File: src/hdl/pmux_pkg.sv
package pmux_pkg;

  // Register bus geometry and answers.
  localparam int         AXI_ADDR_W   = 4;
  localparam logic [3:0] OFS_FSEL_A   = 4'h0;   // Port A function select.
  localparam logic [3:0] OFS_FSEL_B   = 4'h4;   // Second function select.
  localparam logic [1:0] RESP_OKAY    = 2'h0;
  localparam logic [1:0] RESP_SLVERR  = 2'h2;

  // Reset values of the two select registers.
  localparam logic [31:0] RST_FSEL_A  = 32'h3F61_1389;
  // The port C field must come up as the serial-plus-GPIO code, one.
  localparam logic [31:0] RST_FSEL_B  = 32'h001E_AA00;

  // Field positions.
  localparam int TOP_LSB    = 30;  // Two bits, top pin pair.
  localparam int PAIR54_LSB = 8;   // Four bits, port A pins 5 and 4.
  localparam int PORTC_LSB  = 20;  // Two bits, port C pins 8 to 6.

  // Top pin pair codes.
  localparam logic [1:0] TOP_DEBUG    = 2'h0;
  localparam logic [1:0] TOP_DSYS     = 2'h1;
  localparam logic [1:0] TOP_GPIO     = 2'h2;
  localparam logic [1:0] TOP_GPIO_ALT = 2'h3;

  // Port A pins 5 and 4 codes.
  localparam logic [3:0] P54_COEX     = 4'h0;
  localparam logic [3:0] P54_I2C_SLV  = 4'h1;
  localparam logic [3:0] P54_SD_HOST  = 4'h2;
  localparam logic [3:0] P54_SDIO_DEV = 4'h3;
  localparam logic [3:0] P54_UART_FC  = 4'h4;
  localparam logic [3:0] P54_I2C_MST  = 4'h5;
  localparam logic [3:0] P54_UART_DAT = 4'h6;
  localparam logic [3:0] P54_I2S_CLK  = 4'h7;
  localparam logic [3:0] P54_GPIO     = 4'h8;
  localparam logic [3:0] P54_GPIO_ALT = 4'h9;

  // Port C pins 8 to 6 codes.
  localparam logic [1:0] PC_DEBUG       = 2'h0;
  localparam logic [1:0] PC_SERIAL_GPIO = 2'h1;
  localparam logic [1:0] PC_GPIO        = 2'h2;

  // Pad indices.
  localparam int NUM_PINS = 7;
  localparam int PIN_TMS  = 0;
  localparam int PIN_A15  = 1;   // Test clock pin, doubles as port A pin 15.
  localparam int PIN_A4   = 2;
  localparam int PIN_A5   = 3;
  localparam int PIN_C6   = 4;
  localparam int PIN_C7   = 5;
  localparam int PIN_C8   = 6;

  // Signals that peripherals drive toward the pads.
  typedef struct packed {
    logic [1:0]          dsysOut;     // Debug system outputs 1:0.
    logic [3:2]          coex;        // Coexistence 5G signals 3:2.
    logic                i2cSlvSdaLow; // Open drain pull-down requests.
    logic                i2cSlvSclLow;
    logic                i2cMstSdaLow;
    logic                i2cMstSclLow;
    logic                sdHostClk;
    logic                sdHostCmdOut;
    logic                sdHostCmdOe;
    logic                sdioCmdOut;
    logic                sdioCmdOe;
    logic                firstSerialRts;
    logic                firstSerialTxd;
    logic                i2sMclk;
    logic                i2sBclk;
    logic                jtagTdo;
    logic                jtagTdoOe;
    logic                secondSerialTxd;
    logic [NUM_PINS-1:0] gpioOut;
    logic [NUM_PINS-1:0] gpioOe;
  } pmux_to_pads_s;

  // Signals that the pads return to the peripherals.
  typedef struct packed {
    logic                jtagTms;
    logic                jtagTck;
    logic                jtagTdi;
    logic                jtagTrstN;
    logic                i2cSlvSda;
    logic                i2cSlvScl;
    logic                i2cMstSda;
    logic                i2cMstScl;
    logic                sdHostCmd;
    logic                sdioClk;
    logic                sdioCmd;
    logic                firstSerialCts;
    logic                firstSerialRxd;
    logic                secondSerialRxd;
    logic [NUM_PINS-1:0] gpioIn;
  } pmux_from_pads_s;

  // Levels handed to peripheral inputs that no pad is routed to.
  localparam pmux_from_pads_s IDLE_FROM_PADS = '{
    jtagTms: 1'b1, jtagTck: 1'b0, jtagTdi: 1'b1, jtagTrstN: 1'b1,
    i2cSlvSda: 1'b1, i2cSlvScl: 1'b1, i2cMstSda: 1'b1, i2cMstScl: 1'b1,
    sdHostCmd: 1'b1, sdioClk: 1'b0, sdioCmd: 1'b1, firstSerialCts: 1'b1,
    firstSerialRxd: 1'b1, secondSerialRxd: 1'b1, gpioIn: 7'h00
  };

endpackage

File: src/hdl/pmux_pin_sync.sv
// Three-stage pad synchroniser with agreement filter.
module pmux_pin_sync #(
  parameter int WIDTH = 1
) (
  // Clock and reset.
  input  wire logic             clk,
  input  wire logic             arst_n,
  // Asynchronous pad levels and filtered result.
  input  wire logic [WIDTH-1:0] rawIn,
  output logic      [WIDTH-1:0] cleanOut
);

  logic [WIDTH-1:0] stage1;  // Metastable stage, read only by stage2.
  logic [WIDTH-1:0] stage2;  // First settled stage.
  logic [WIDTH-1:0] stage3;  // Second settled stage.

  // A bit moves on only when the two settled stages agree, so a one-cycle glitch is dropped.
  always_ff @(posedge clk or negedge arst_n) begin
    if (!arst_n) begin
      stage1   <= '0;
      stage2   <= '0;
      stage3   <= '0;
      cleanOut <= '0;
    end else begin
      stage1 <= rawIn;
      stage2 <= stage1;
      stage3 <= stage2;
      for (int i = 0; i < WIDTH; i++) begin
        if (stage2[i] == stage3[i]) begin
          cleanOut[i] <= stage3[i];
        end
      end
    end
  end

endmodule

File: src/hdl/pmux_pin_mux.sv
// How it works
// - Top field zero routes pins to debug port.
// - Pair field zero carries coexistence bits three, two.
// - Pair value two routes SD host clock, command.
// - Pair value three routes SDIO device clock, command.
// - Pair value four carries first UART flow control.
// - Pair value five routes I2C master, both pins.
// - Pair value six carries first UART data.
// - Pair value seven carries I2S master, bit clocks.
// - Port C value one: second UART plus GPIO.
// - Pair field bits 11:8, resets to three.
// - Port C field bits 21:20, resets to one.
//
// Added by the designer: the AXI4-Lite slave port and the register offsets.
module pmux_pin_mux
  import pmux_pkg::*;
(
  // Clock and reset.
  input  wire logic                  clk,
  input  wire logic                  arst_n,
  // AXI4-Lite write address and data.
  input  wire logic [AXI_ADDR_W-1:0] s_axi_awaddr,
  input  wire logic                  s_axi_awvalid,
  output logic                       s_axi_awready,
  input  wire logic [31:0]           s_axi_wdata,
  input  wire logic [3:0]            s_axi_wstrb,
  input  wire logic                  s_axi_wvalid,
  output logic                       s_axi_wready,
  // AXI4-Lite write response.
  output logic [1:0]                 s_axi_bresp,
  output logic                       s_axi_bvalid,
  input  wire logic                  s_axi_bready,
  // AXI4-Lite read address and data.
  input  wire logic [AXI_ADDR_W-1:0] s_axi_araddr,
  input  wire logic                  s_axi_arvalid,
  output logic                       s_axi_arready,
  output logic [31:0]                s_axi_rdata,
  output logic [1:0]                 s_axi_rresp,
  output logic                       s_axi_rvalid,
  input  wire logic                  s_axi_rready,
  // Package pads.
  input  wire logic [NUM_PINS-1:0]   padIn,
  output logic      [NUM_PINS-1:0]   padOut,
  output logic      [NUM_PINS-1:0]   padOe,
  // Peripheral side.
  input  wire pmux_to_pads_s         toPads,
  output pmux_from_pads_s            fromPads
);

  // Select registers, reachable over the bus.
  logic [31:0]           fselA;        // Port A function select.
  logic [31:0]           fselB;        // Second function select.
  // Write channel holding state.
  logic [AXI_ADDR_W-1:0] awAddr;       // Captured write address.
  logic                  awHeld;       // Write address taken, waiting for data.
  logic [31:0]           wData;        // Captured write data.
  logic [3:0]            wStrb;        // Captured byte strobes.
  logic                  wHeld;        // Write data taken, waiting for address.
  // Filtered pad levels.
  logic [NUM_PINS-1:0]   pinLevel;

  // Fields that steer the routing.
  wire logic [1:0] topSel  = fselA[TOP_LSB +: 2];
  wire logic [3:0] pairSel = fselA[PAIR54_LSB +: 4];
  wire logic [1:0] portCSel = fselB[PORTC_LSB +: 2];

  // Write decode: the write fires once both halves are held and no response is pending.
  // Both readies stay low while a response waits, so no second write can slip in
  // between the register update and its acknowledgement.
  wire logic doWrite  = awHeld && wHeld && !s_axi_bvalid;
  wire logic wrHitA   = (awAddr == OFS_FSEL_A);
  wire logic wrHitB   = (awAddr == OFS_FSEL_B);
  wire logic [31:0] strbMask = {{8{wStrb[3]}}, {8{wStrb[2]}}, {8{wStrb[1]}}, {8{wStrb[0]}}};
  wire logic [31:0] next_fselA = (fselA & ~strbMask) | (wData & strbMask);
  wire logic [31:0] next_fselB = (fselB & ~strbMask) | (wData & strbMask);

  // Read decode.
  wire logic        doRead  = s_axi_arvalid && s_axi_arready;
  wire logic        rdHitA  = (s_axi_araddr == OFS_FSEL_A);
  wire logic        rdHitB  = (s_axi_araddr == OFS_FSEL_B);
  wire logic [31:0] rdWord  = rdHitA ? fselA : (rdHitB ? fselB : 32'h0000_0000);
  wire logic [1:0]  rdResp  = (rdHitA || rdHitB) ? RESP_OKAY : RESP_SLVERR;

  // Pads cross into the clock domain before anything looks at them.
  // The filter starts from zero, so a pulled-up pad reads low for a few cycles after reset.
  pmux_pin_sync #(
    .WIDTH (NUM_PINS)
  ) u_pin_sync (
    .clk      (clk),
    .arst_n   (arst_n),
    .rawIn    (padIn),
    .cleanOut (pinLevel)
  );

  // Address and data are taken in either order; each ready drops while its half is held.
  always_ff @(posedge clk or negedge arst_n) begin
    if (!arst_n) begin
      awHeld        <= 1'b0;
      awAddr        <= '0;
      wHeld         <= 1'b0;
      wData         <= 32'h0000_0000;
      wStrb         <= 4'h0;
      s_axi_awready <= 1'b0;
      s_axi_wready  <= 1'b0;
    end else begin
      if (s_axi_awvalid && s_axi_awready) begin
        awHeld <= 1'b1;
        awAddr <= s_axi_awaddr;
      end else if (doWrite) begin
        awHeld <= 1'b0;
      end
      if (s_axi_wvalid && s_axi_wready) begin
        wHeld <= 1'b1;
        wData <= s_axi_wdata;
        wStrb <= s_axi_wstrb;
      end else if (doWrite) begin
        wHeld <= 1'b0;
      end
      s_axi_awready <= !awHeld && !(s_axi_awvalid && s_axi_awready) && !s_axi_bvalid;
      s_axi_wready  <= !wHeld && !(s_axi_wvalid && s_axi_wready) && !s_axi_bvalid;
    end
  end

  // Register store and write response; an unmapped address stores nothing.
  always_ff @(posedge clk or negedge arst_n) begin
    if (!arst_n) begin
      fselA        <= RST_FSEL_A;
      fselB        <= RST_FSEL_B;
      s_axi_bvalid <= 1'b0;
      s_axi_bresp  <= RESP_OKAY;
    end else begin
      if (doWrite) begin
        if (wrHitA) begin
          fselA <= next_fselA;
        end else if (wrHitB) begin
          fselB <= next_fselB;
        end
        s_axi_bvalid <= 1'b1;
        s_axi_bresp  <= (wrHitA || wrHitB) ? RESP_OKAY : RESP_SLVERR;
      end else if (s_axi_bvalid && s_axi_bready) begin
        s_axi_bvalid <= 1'b0;
      end
    end
  end

  // Read channel: one read at a time, data one cycle after the address is taken.
  // While idle the address ready toggles every cycle; that keeps it to one flop and is
  // legal on this bus, but a master must not expect ready to stay high.
  always_ff @(posedge clk or negedge arst_n) begin
    if (!arst_n) begin
      s_axi_arready <= 1'b0;
      s_axi_rvalid  <= 1'b0;
      s_axi_rdata   <= 32'h0000_0000;
      s_axi_rresp   <= RESP_OKAY;
    end else begin
      if (doRead) begin
        s_axi_rvalid <= 1'b1;
        s_axi_rdata  <= rdWord;
        s_axi_rresp  <= rdResp;
      end else if (s_axi_rvalid && s_axi_rready) begin
        s_axi_rvalid <= 1'b0;
      end
      s_axi_arready <= !s_axi_arready && !s_axi_rvalid && !doRead;
    end
  end

  // Routing decision, recomputed every cycle from the select fields.
  pmux_from_pads_s       next_fromPads;
  logic [NUM_PINS-1:0]   next_padOut;
  logic [NUM_PINS-1:0]   next_padOe;

  always_comb begin
    // Every pad starts as an input and every peripheral input idles.
    next_padOut          = '0;
    next_padOe           = '0;
    next_fromPads        = IDLE_FROM_PADS;
    // Software can always read the pad levels, whatever the routing.
    next_fromPads.gpioIn = pinLevel;

    // Top pin pair.
    case (topSel)
      TOP_DEBUG: begin
        next_fromPads.jtagTms = pinLevel[PIN_TMS];
        next_fromPads.jtagTck = pinLevel[PIN_A15];
      end
      TOP_DSYS: begin
        next_padOut[PIN_TMS] = toPads.dsysOut[0];
        next_padOe[PIN_TMS]  = 1'b1;
        next_padOut[PIN_A15] = toPads.dsysOut[1];
        next_padOe[PIN_A15]  = 1'b1;
      end
      TOP_GPIO, TOP_GPIO_ALT: begin
        // Only pin 15 becomes GPIO; the mode-select pin stays an unused input.
        next_padOut[PIN_A15] = toPads.gpioOut[PIN_A15];
        next_padOe[PIN_A15]  = toPads.gpioOe[PIN_A15];
      end
      default: begin
        // Every code is decoded above; this only keeps the case complete.
      end
    endcase

    // Port A pins 5 and 4, one code for both.
    case (pairSel)
      P54_COEX: begin
        next_padOut[PIN_A5] = toPads.coex[3];
        next_padOe[PIN_A5]  = 1'b1;
        next_padOut[PIN_A4] = toPads.coex[2];
        next_padOe[PIN_A4]  = 1'b1;
      end
      P54_I2C_SLV: begin
        // Open drain: the pad is driven only while pulled low.
        next_padOe[PIN_A5]      = toPads.i2cSlvSclLow;
        next_padOe[PIN_A4]      = toPads.i2cSlvSdaLow;
        next_fromPads.i2cSlvScl = pinLevel[PIN_A5];
        next_fromPads.i2cSlvSda = pinLevel[PIN_A4];
      end
      P54_SD_HOST: begin
        next_padOut[PIN_A5]     = toPads.sdHostClk;
        next_padOe[PIN_A5]      = 1'b1;
        next_padOut[PIN_A4]     = toPads.sdHostCmdOut;
        next_padOe[PIN_A4]      = toPads.sdHostCmdOe;
        next_fromPads.sdHostCmd = pinLevel[PIN_A4];
      end
      P54_SDIO_DEV: begin
        next_fromPads.sdioClk = pinLevel[PIN_A5];
        next_padOut[PIN_A4]   = toPads.sdioCmdOut;
        next_padOe[PIN_A4]    = toPads.sdioCmdOe;
        next_fromPads.sdioCmd = pinLevel[PIN_A4];
      end
      P54_UART_FC: begin
        next_fromPads.firstSerialCts = pinLevel[PIN_A5];
        next_padOut[PIN_A4]          = toPads.firstSerialRts;
        next_padOe[PIN_A4]     = 1'b1;
      end
      P54_I2C_MST: begin
        next_padOe[PIN_A5]      = toPads.i2cMstSclLow;
        next_padOe[PIN_A4]      = toPads.i2cMstSdaLow;
        next_fromPads.i2cMstScl = pinLevel[PIN_A5];
        next_fromPads.i2cMstSda = pinLevel[PIN_A4];
      end
      P54_UART_DAT: begin
        next_fromPads.firstSerialRxd = pinLevel[PIN_A5];
        next_padOut[PIN_A4]          = toPads.firstSerialTxd;
        next_padOe[PIN_A4]     = 1'b1;
      end
      P54_I2S_CLK: begin
        next_padOut[PIN_A5] = toPads.i2sMclk;
        next_padOe[PIN_A5]  = 1'b1;
        next_padOut[PIN_A4] = toPads.i2sBclk;
        next_padOe[PIN_A4]  = 1'b1;
      end
      P54_GPIO, P54_GPIO_ALT: begin
        next_padOut[PIN_A5] = toPads.gpioOut[PIN_A5];
        next_padOe[PIN_A5]  = toPads.gpioOe[PIN_A5];
        next_padOut[PIN_A4] = toPads.gpioOut[PIN_A4];
        next_padOe[PIN_A4]  = toPads.gpioOe[PIN_A4];
      end
      default: begin
        // Codes ten and up leave both pins as idle inputs.
      end
    endcase

    // Port C pins 8 to 6, one code for all three.
    case (portCSel)
      PC_DEBUG: begin
        next_fromPads.jtagTdi   = pinLevel[PIN_C8];
        next_padOut[PIN_C7]     = toPads.jtagTdo;
        next_padOe[PIN_C7]      = toPads.jtagTdoOe;
        next_fromPads.jtagTrstN = pinLevel[PIN_C6];
      end
      PC_SERIAL_GPIO: begin
        next_padOut[PIN_C8]    = toPads.gpioOut[PIN_C8];
        next_padOe[PIN_C8]     = toPads.gpioOe[PIN_C8];
        next_fromPads.secondSerialRxd = pinLevel[PIN_C7];
        next_padOut[PIN_C6]           = toPads.secondSerialTxd;
        next_padOe[PIN_C6]     = 1'b1;
      end
      PC_GPIO: begin
        for (int i = PIN_C6; i <= PIN_C8; i++) begin
          next_padOut[i] = toPads.gpioOut[i];
          next_padOe[i]  = toPads.gpioOe[i];
        end
      end
      default: begin
        // Code three is undefined and leaves the group idle.
      end
    endcase
  end

  // All routed outputs leave through flip-flops; this costs one cycle of latency
  // on every path but keeps pad drivers glitch free while a select changes.
  always_ff @(posedge clk or negedge arst_n) begin
    if (!arst_n) begin
      padOut   <= '0;
      padOe    <= '0;
      fromPads <= IDLE_FROM_PADS;
    end else begin
      padOut   <= next_padOut;
      padOe    <= next_padOe;
      fromPads <= next_fromPads;
    end
  end

endmodule

File: config.mk
export PLATFORM = sky130hd
export DESIGN_NAME = pmux_pin_mux
export DESIGN_NICKNAME = d
export VERILOG_FILES = /design/src/hdl/pmux_pkg.sv /design/src/hdl/pmux_pin_sync.sv /design/src/hdl/pmux_pin_mux.sv
export SDC_FILE = /design/constraint.sdc
export NUM_CORES = 1
export LEC_CHECK = 0
export BUFFER_PORTS_ARGS = -buffer_cell sky130_fd_sc_hd__buf_2
export CAP_MARGIN = 20
export CORE_UTILIZATION = 49
export DETAILED_ROUTE_END_ITERATION = 6
export PLACE_DENSITY = 0.8
export SYNTH_ARGS = -nofsm -noshare
export SYNTH_HDL_FRONTEND = slang
export SYNTH_SLANG_ARGS = --single-unit
export TNS_END_PERCENT = 5
File: constraint.sdc
create_clock -name clk -period 1.9 [get_ports clk]
set_clock_uncertainty 0.15 [all_clocks]
set_input_delay 0.19 -clock clk [delete_from_list [all_inputs] [get_ports clk]]
set_output_delay 0.19 -clock clk [all_outputs]
set_load 0.01 [all_outputs]
=== Word level (Yosys, flattened, before mapping) ===
Cells that the tools add are included.

* Register bits after elaboration: 210
* Bits in latches: 0
* RAM bits: 0
* Memory bits (read-only): 0
* Input bits: 92
* Output and inout port bits: 76
* Word-level logic and storage cells: 145
* Memories: 0

* Add/subtract/negate cells: 0
* $mul: 0
* Div/mod/pow operators: 0
* Order comparisons: 0
* Equal/unequal tests: 23
* Shifts and indexed selects: 0
* Muxes and demuxes: 34
* Bitwise operators: 7
* Reduce and logical (&&, ||, !) cells: 39

{| class="wikitable"
|+ Operators with widths
! operator !! number
|-
| 32-bit AND || 3
|-
| 32-bit 2-to-1 mux || 2
|-
| 32-bit bitwise OR || 2
|-
| 32-bit inverter || 1
|-
| 4-bit by 3-bit equality test with 1-bit output, second input constant || 6
|-
| 1-bit 2-to-1 mux || 15
|-
| 2-bit 2-to-1 mux || 7
|-
| 1-bit logical AND || 13
|-
| 4-bit zero test || 3
|-
| 1-bit case mux with 2 select lines || 6
|-
| 4-bit by 2-bit equality test with 1-bit output, second input constant || 2
|-
| 4-bit equality test, second input constant || 2
|-
| 1-bit zero test || 8
|-
| 1-bit case mux with 4 select lines || 2
|-
| 2-bit nonzero test || 4
|-
| 1-bit equality test || 7
|-
| 1-bit case mux with 7 select lines || 1
|-
| 2-bit equality test, second input constant || 3
|-
| 1-bit case mux with 6 select lines || 1
|-
| 2-bit OR reduction || 3
|-
| 2-bit by 1-bit equality test with 1-bit output, second input constant || 2
|-
| 4-bit by 1-bit equality test with 1-bit output, second input constant || 1
|-
| 2-bit zero test || 2
|-
| 4-bit OR reduction || 1
|-
| 5 further kinds || 6
|}

=== Logic depth before layout (Yosys ltp) ===
* Depth in word-level cells: 4
* Mapped depth: 5
* Depth with buffers taken out: 4

=== Modules after synthesis ===
A second synthesis with hierarchy kept.

* Cell total of the unflattened synthesis: 544
* Area total of the unflattened synthesis: 7897.6 um^2

{| class="wikitable"
|+ Modules (own cells, without submodules)
! module !! times used !! cells an instance !! area each (um^2) !! sequential area each (um^2)
|-
| pmux_pin_mux || 1 || 509 || 7118.1 || 4548.1
|-
| pmux_pin_sync || 1 || 35 || 779.5 || 700.7
|}

=== Worst setup path after synthesis ===
No wires, ideal clock.

* Kind: flip-flop to flip-flop
* From: register awAddr[1]
* To: register with a tool-made name
* Setup time: 0.125 ns
* Arrival time: 1.551 ns
* Required time: 1.625 ns
* Path slack: 0.074 ns
* Cell stages (with the launch flop): 6
* Path buffers: 1
* Period minus slack after synthesis: 1.826 ns
* Cells stage by stage: dfrtp_1 > or3_4 > nor2_1 > and3_1 > buf_4 > mux2_2

{| class="wikitable"
|+ RTL lines
! element !! line !! RTL
|-
| from (decl) || pmux_pin_mux.sv:54 || <nowiki>logic [AXI_ADDR_W-1:0] awAddr;</nowiki>
|-
| from (signal assigned) || pmux_pin_mux.sv:108 || <nowiki>awAddr <= s_axi_awaddr;</nowiki>
|}

==> flow_summary.toml <==
[status]
status = "finished, violations left"
failed_checks = "negative setup slack"

[clock_tree]
htreeDepth = 1
cts_sinks = 208
numCtsBuffers = 21
clk_pin_slew_ps = 60
cts_tree = "yes"
clockBufferDepth = 3
root_buffer = "clkbuf_16"
worstSkewPairLatency_ps = 480

[detailed_routing]
drt-vias-per-instance = 5.09
via_count = 5203
drt-pass1-iter-count = 4
drt-initial-drc-count = 155
ant_nets = 0
wirelength_mm = 17.4
wl_per_cell_um = 17.0
drc_errors = 0

[timing]
layout_worst_path_cycle_share_pct = 101
finalCriticalPeriod_ps = 1920
rsz0062_at_grt = "yes"
fmax_ghz = 0.522
setup_slack_ps = -16.8
timing.hold.ws_ps = 26.3
hold_violations = 0
setup-violations-final = 14
tns_ps = -101
drv_slew = 0

[power_and_ir_drop]
power.leakage_nw = 5.07
switching_share_pct = 27.9
power_mw = 13.3
cellPowerDensity_mw_per_mm2 = 1260
p_sw_mw = 3.71
internal-power_mw = 9.61
combPwrFrac_pct = 21.9
power.share.clock_pct = 28.3
power.share.sequential_pct = 49.8
peakVddDrop_v = 0.000910

[global_routing]
grt_use_met1_pct = 26.1
gr-total-overflow = 0
grt_pass1_vias = 5675
use_met2_pct = 39.7
grt_max_degree = 59
grt.busiest_layer = "met2"
use_met3_pct = 3.83
antenna_found_initial = 0
grt_pass1_wl_mm = 28.0
grt_usage_pct = 21.8

[yosys]
synth_seq_area_share_pct = 67.1
syn-cell-area_sq_mm = 0.00783
synth.distinct_cells = 44
synthArstFlopShare_pct = 100
syn-mean-instance-area_sq_um = 14.5
ys_ff_latch = 208
synth_cells = 540
synth_warnings = 0
synth_edf_count = 0
synth_top_flop_cell = "dfrtp_1"

[floorplanning]
num_rows = 45
core_sq_mm = 0.0154
die_h_um = 128
die_area_sq_mm = 0.0165
die_w_um = 128
io_pins = 168
start_util_pct = 50.9

[placed_design]
place.gp.congestion = 0.809
port_buffers = 163
place_hpwl_mm = 10.7

[setup_path]
crit_fanout = 8
cp-end-kind = "flip-flop"
crit_arrival_ps = 2120
critPathKind = "reg -> reg"
cp_data_required_time_ps = 2110
start_kind = "flip-flop"

[worst_hold_path]
min_path_type = "in -> reg"

[layout]
drive_gt1_share_pct = 44.1
area_growth_pct = 34.6
final_core_util_pct = 68.5
mostFrequentLayoutCell = "dfrtp_1"
fillers = 1057
layout_common_cells = "dfrtp_1 (172), buf_2 (162), mux2_2 (102)"
diodes = 0
nets = 892

[flow_run]
drv_cap = 0
-- final cells by class --
type / count / area (sq um) / share of cell area, %
clock buffers: 36 / 622 / 5.90
repair buffers: 258 / 1870 / 17.7
well taps: 211 / 264 / 2.51
multi-input cells: 298 / 2490 / 23.6
flip-flops and latches: 208 / 5250 / 49.8
inverters: 10 / 37.5 / 0.356
clock inverters: 1 / 5.00 / 0.0475
-- synthesized netlist by cell type (7+ instances only) --
library cell  instances  area share (%)
a21oi_1               7            0.45
and3_1                7            0.56
clkbuf_1             15            0.72
dfrtp_1             173              55
dfstp_2              35              12
inv_1                10            0.48
maj3_1                7            0.90
mux2_2              103              15
mux2i_1              34             4.3
nand2_1              42             2.0
nor2b_1               7            0.56
o21ai_0              38             2.4
-- cell families (layout without fill, tap and decap cells) --
kind of cell	Yosys count	after routing	synth area share, %
fa+ha+maj	10	10	1.37
other cells	1	2	0.0479
flops	208	208	67.1
buf+inv	35	305	2.01
compound gates	59	59	4.33
simple gates	88	88	5.72
mux	139	139	19.5
-- power groups by stage --
stage / registers, mW / logic [mW] / clock network (mW)
finish: 6.63 / 2.92 / 3.77
global route: 6.79 / 3.19 / 4.04
CTS: 6.59 / 2.87 / 3.85
detailed placement: 6.64 / 2.71 / 0
global placement: 6.53 / 2.57 / 0
floorplan: 6.47 / 1.75 / 0
-- layer usage --
layer	share of wire [%]	vias up	routed length, um
li1	-	2381	-
met4	2.1	0	370
met5	0	-	0
met3	5.4	36	933
met1	41	2602	7120
met2	52	184	8960
-- final timing paths --
kind | from | end | slack (ps) | depth (start not counted)
worst max-delay path | awAddr[0]$_DFFE_PN0P_ | flip-flop | -20 | 5
worst min-delay path | toPads[23] | padOe[2]$_DFF_PN0_ | 30 | 4
worst max register to register | awAddr[0]$_DFFE_PN0P_ | flip-flop | -20 | 5
worst min register to register | u_pin_sync.stage1[3]$_DFF_PN0_ | u_pin_sync.stage2[3]$_DFF_PN0_ | 200 | 0
max in group asynchronous | arst_n | fromPads[17]$_DFF_PN1_ | 780 | 3
min in group asynchronous | arst_n | fromPads[5]$_DFF_PN0_ | 100 | 2
-- timing repair --
| action | CTS | global route |
|---|---|---|
| resized for setup | 5 | 9 |
| endpoints found under the setup margin | 64 | 69 |
| endpoints found under the hold margin | 237 | 6 |
| pin swaps | 1 | 2 |
| buffers inserted | 1 | 0 |
| hold buffers | 73 | 3 |
-- through the flow --
| step | setup WS (ps) | instance area, sq um | std cells |
|---|---|---|---|
| after floorplan | 74.3 | 7830 | 541 |
| after global placement | -93.8 | 9060 | 908 |
| after detailed placement | -128 | 9060 | 908 |
| after CTS | -45.3 | 10500 | 1019 |
| after global routing | -75.7 | 10500 | 1022 |
| final | -16.8 | 10500 | 1022 |
-- critical path, stage by stage, from the launching register on --
cell     delay (ps)
dfrtp_1         370
or3_4           410
nor2_4          150
and3_1          230
buf_12          140
mux2_2          340
(Power assumes the default switching activity.)
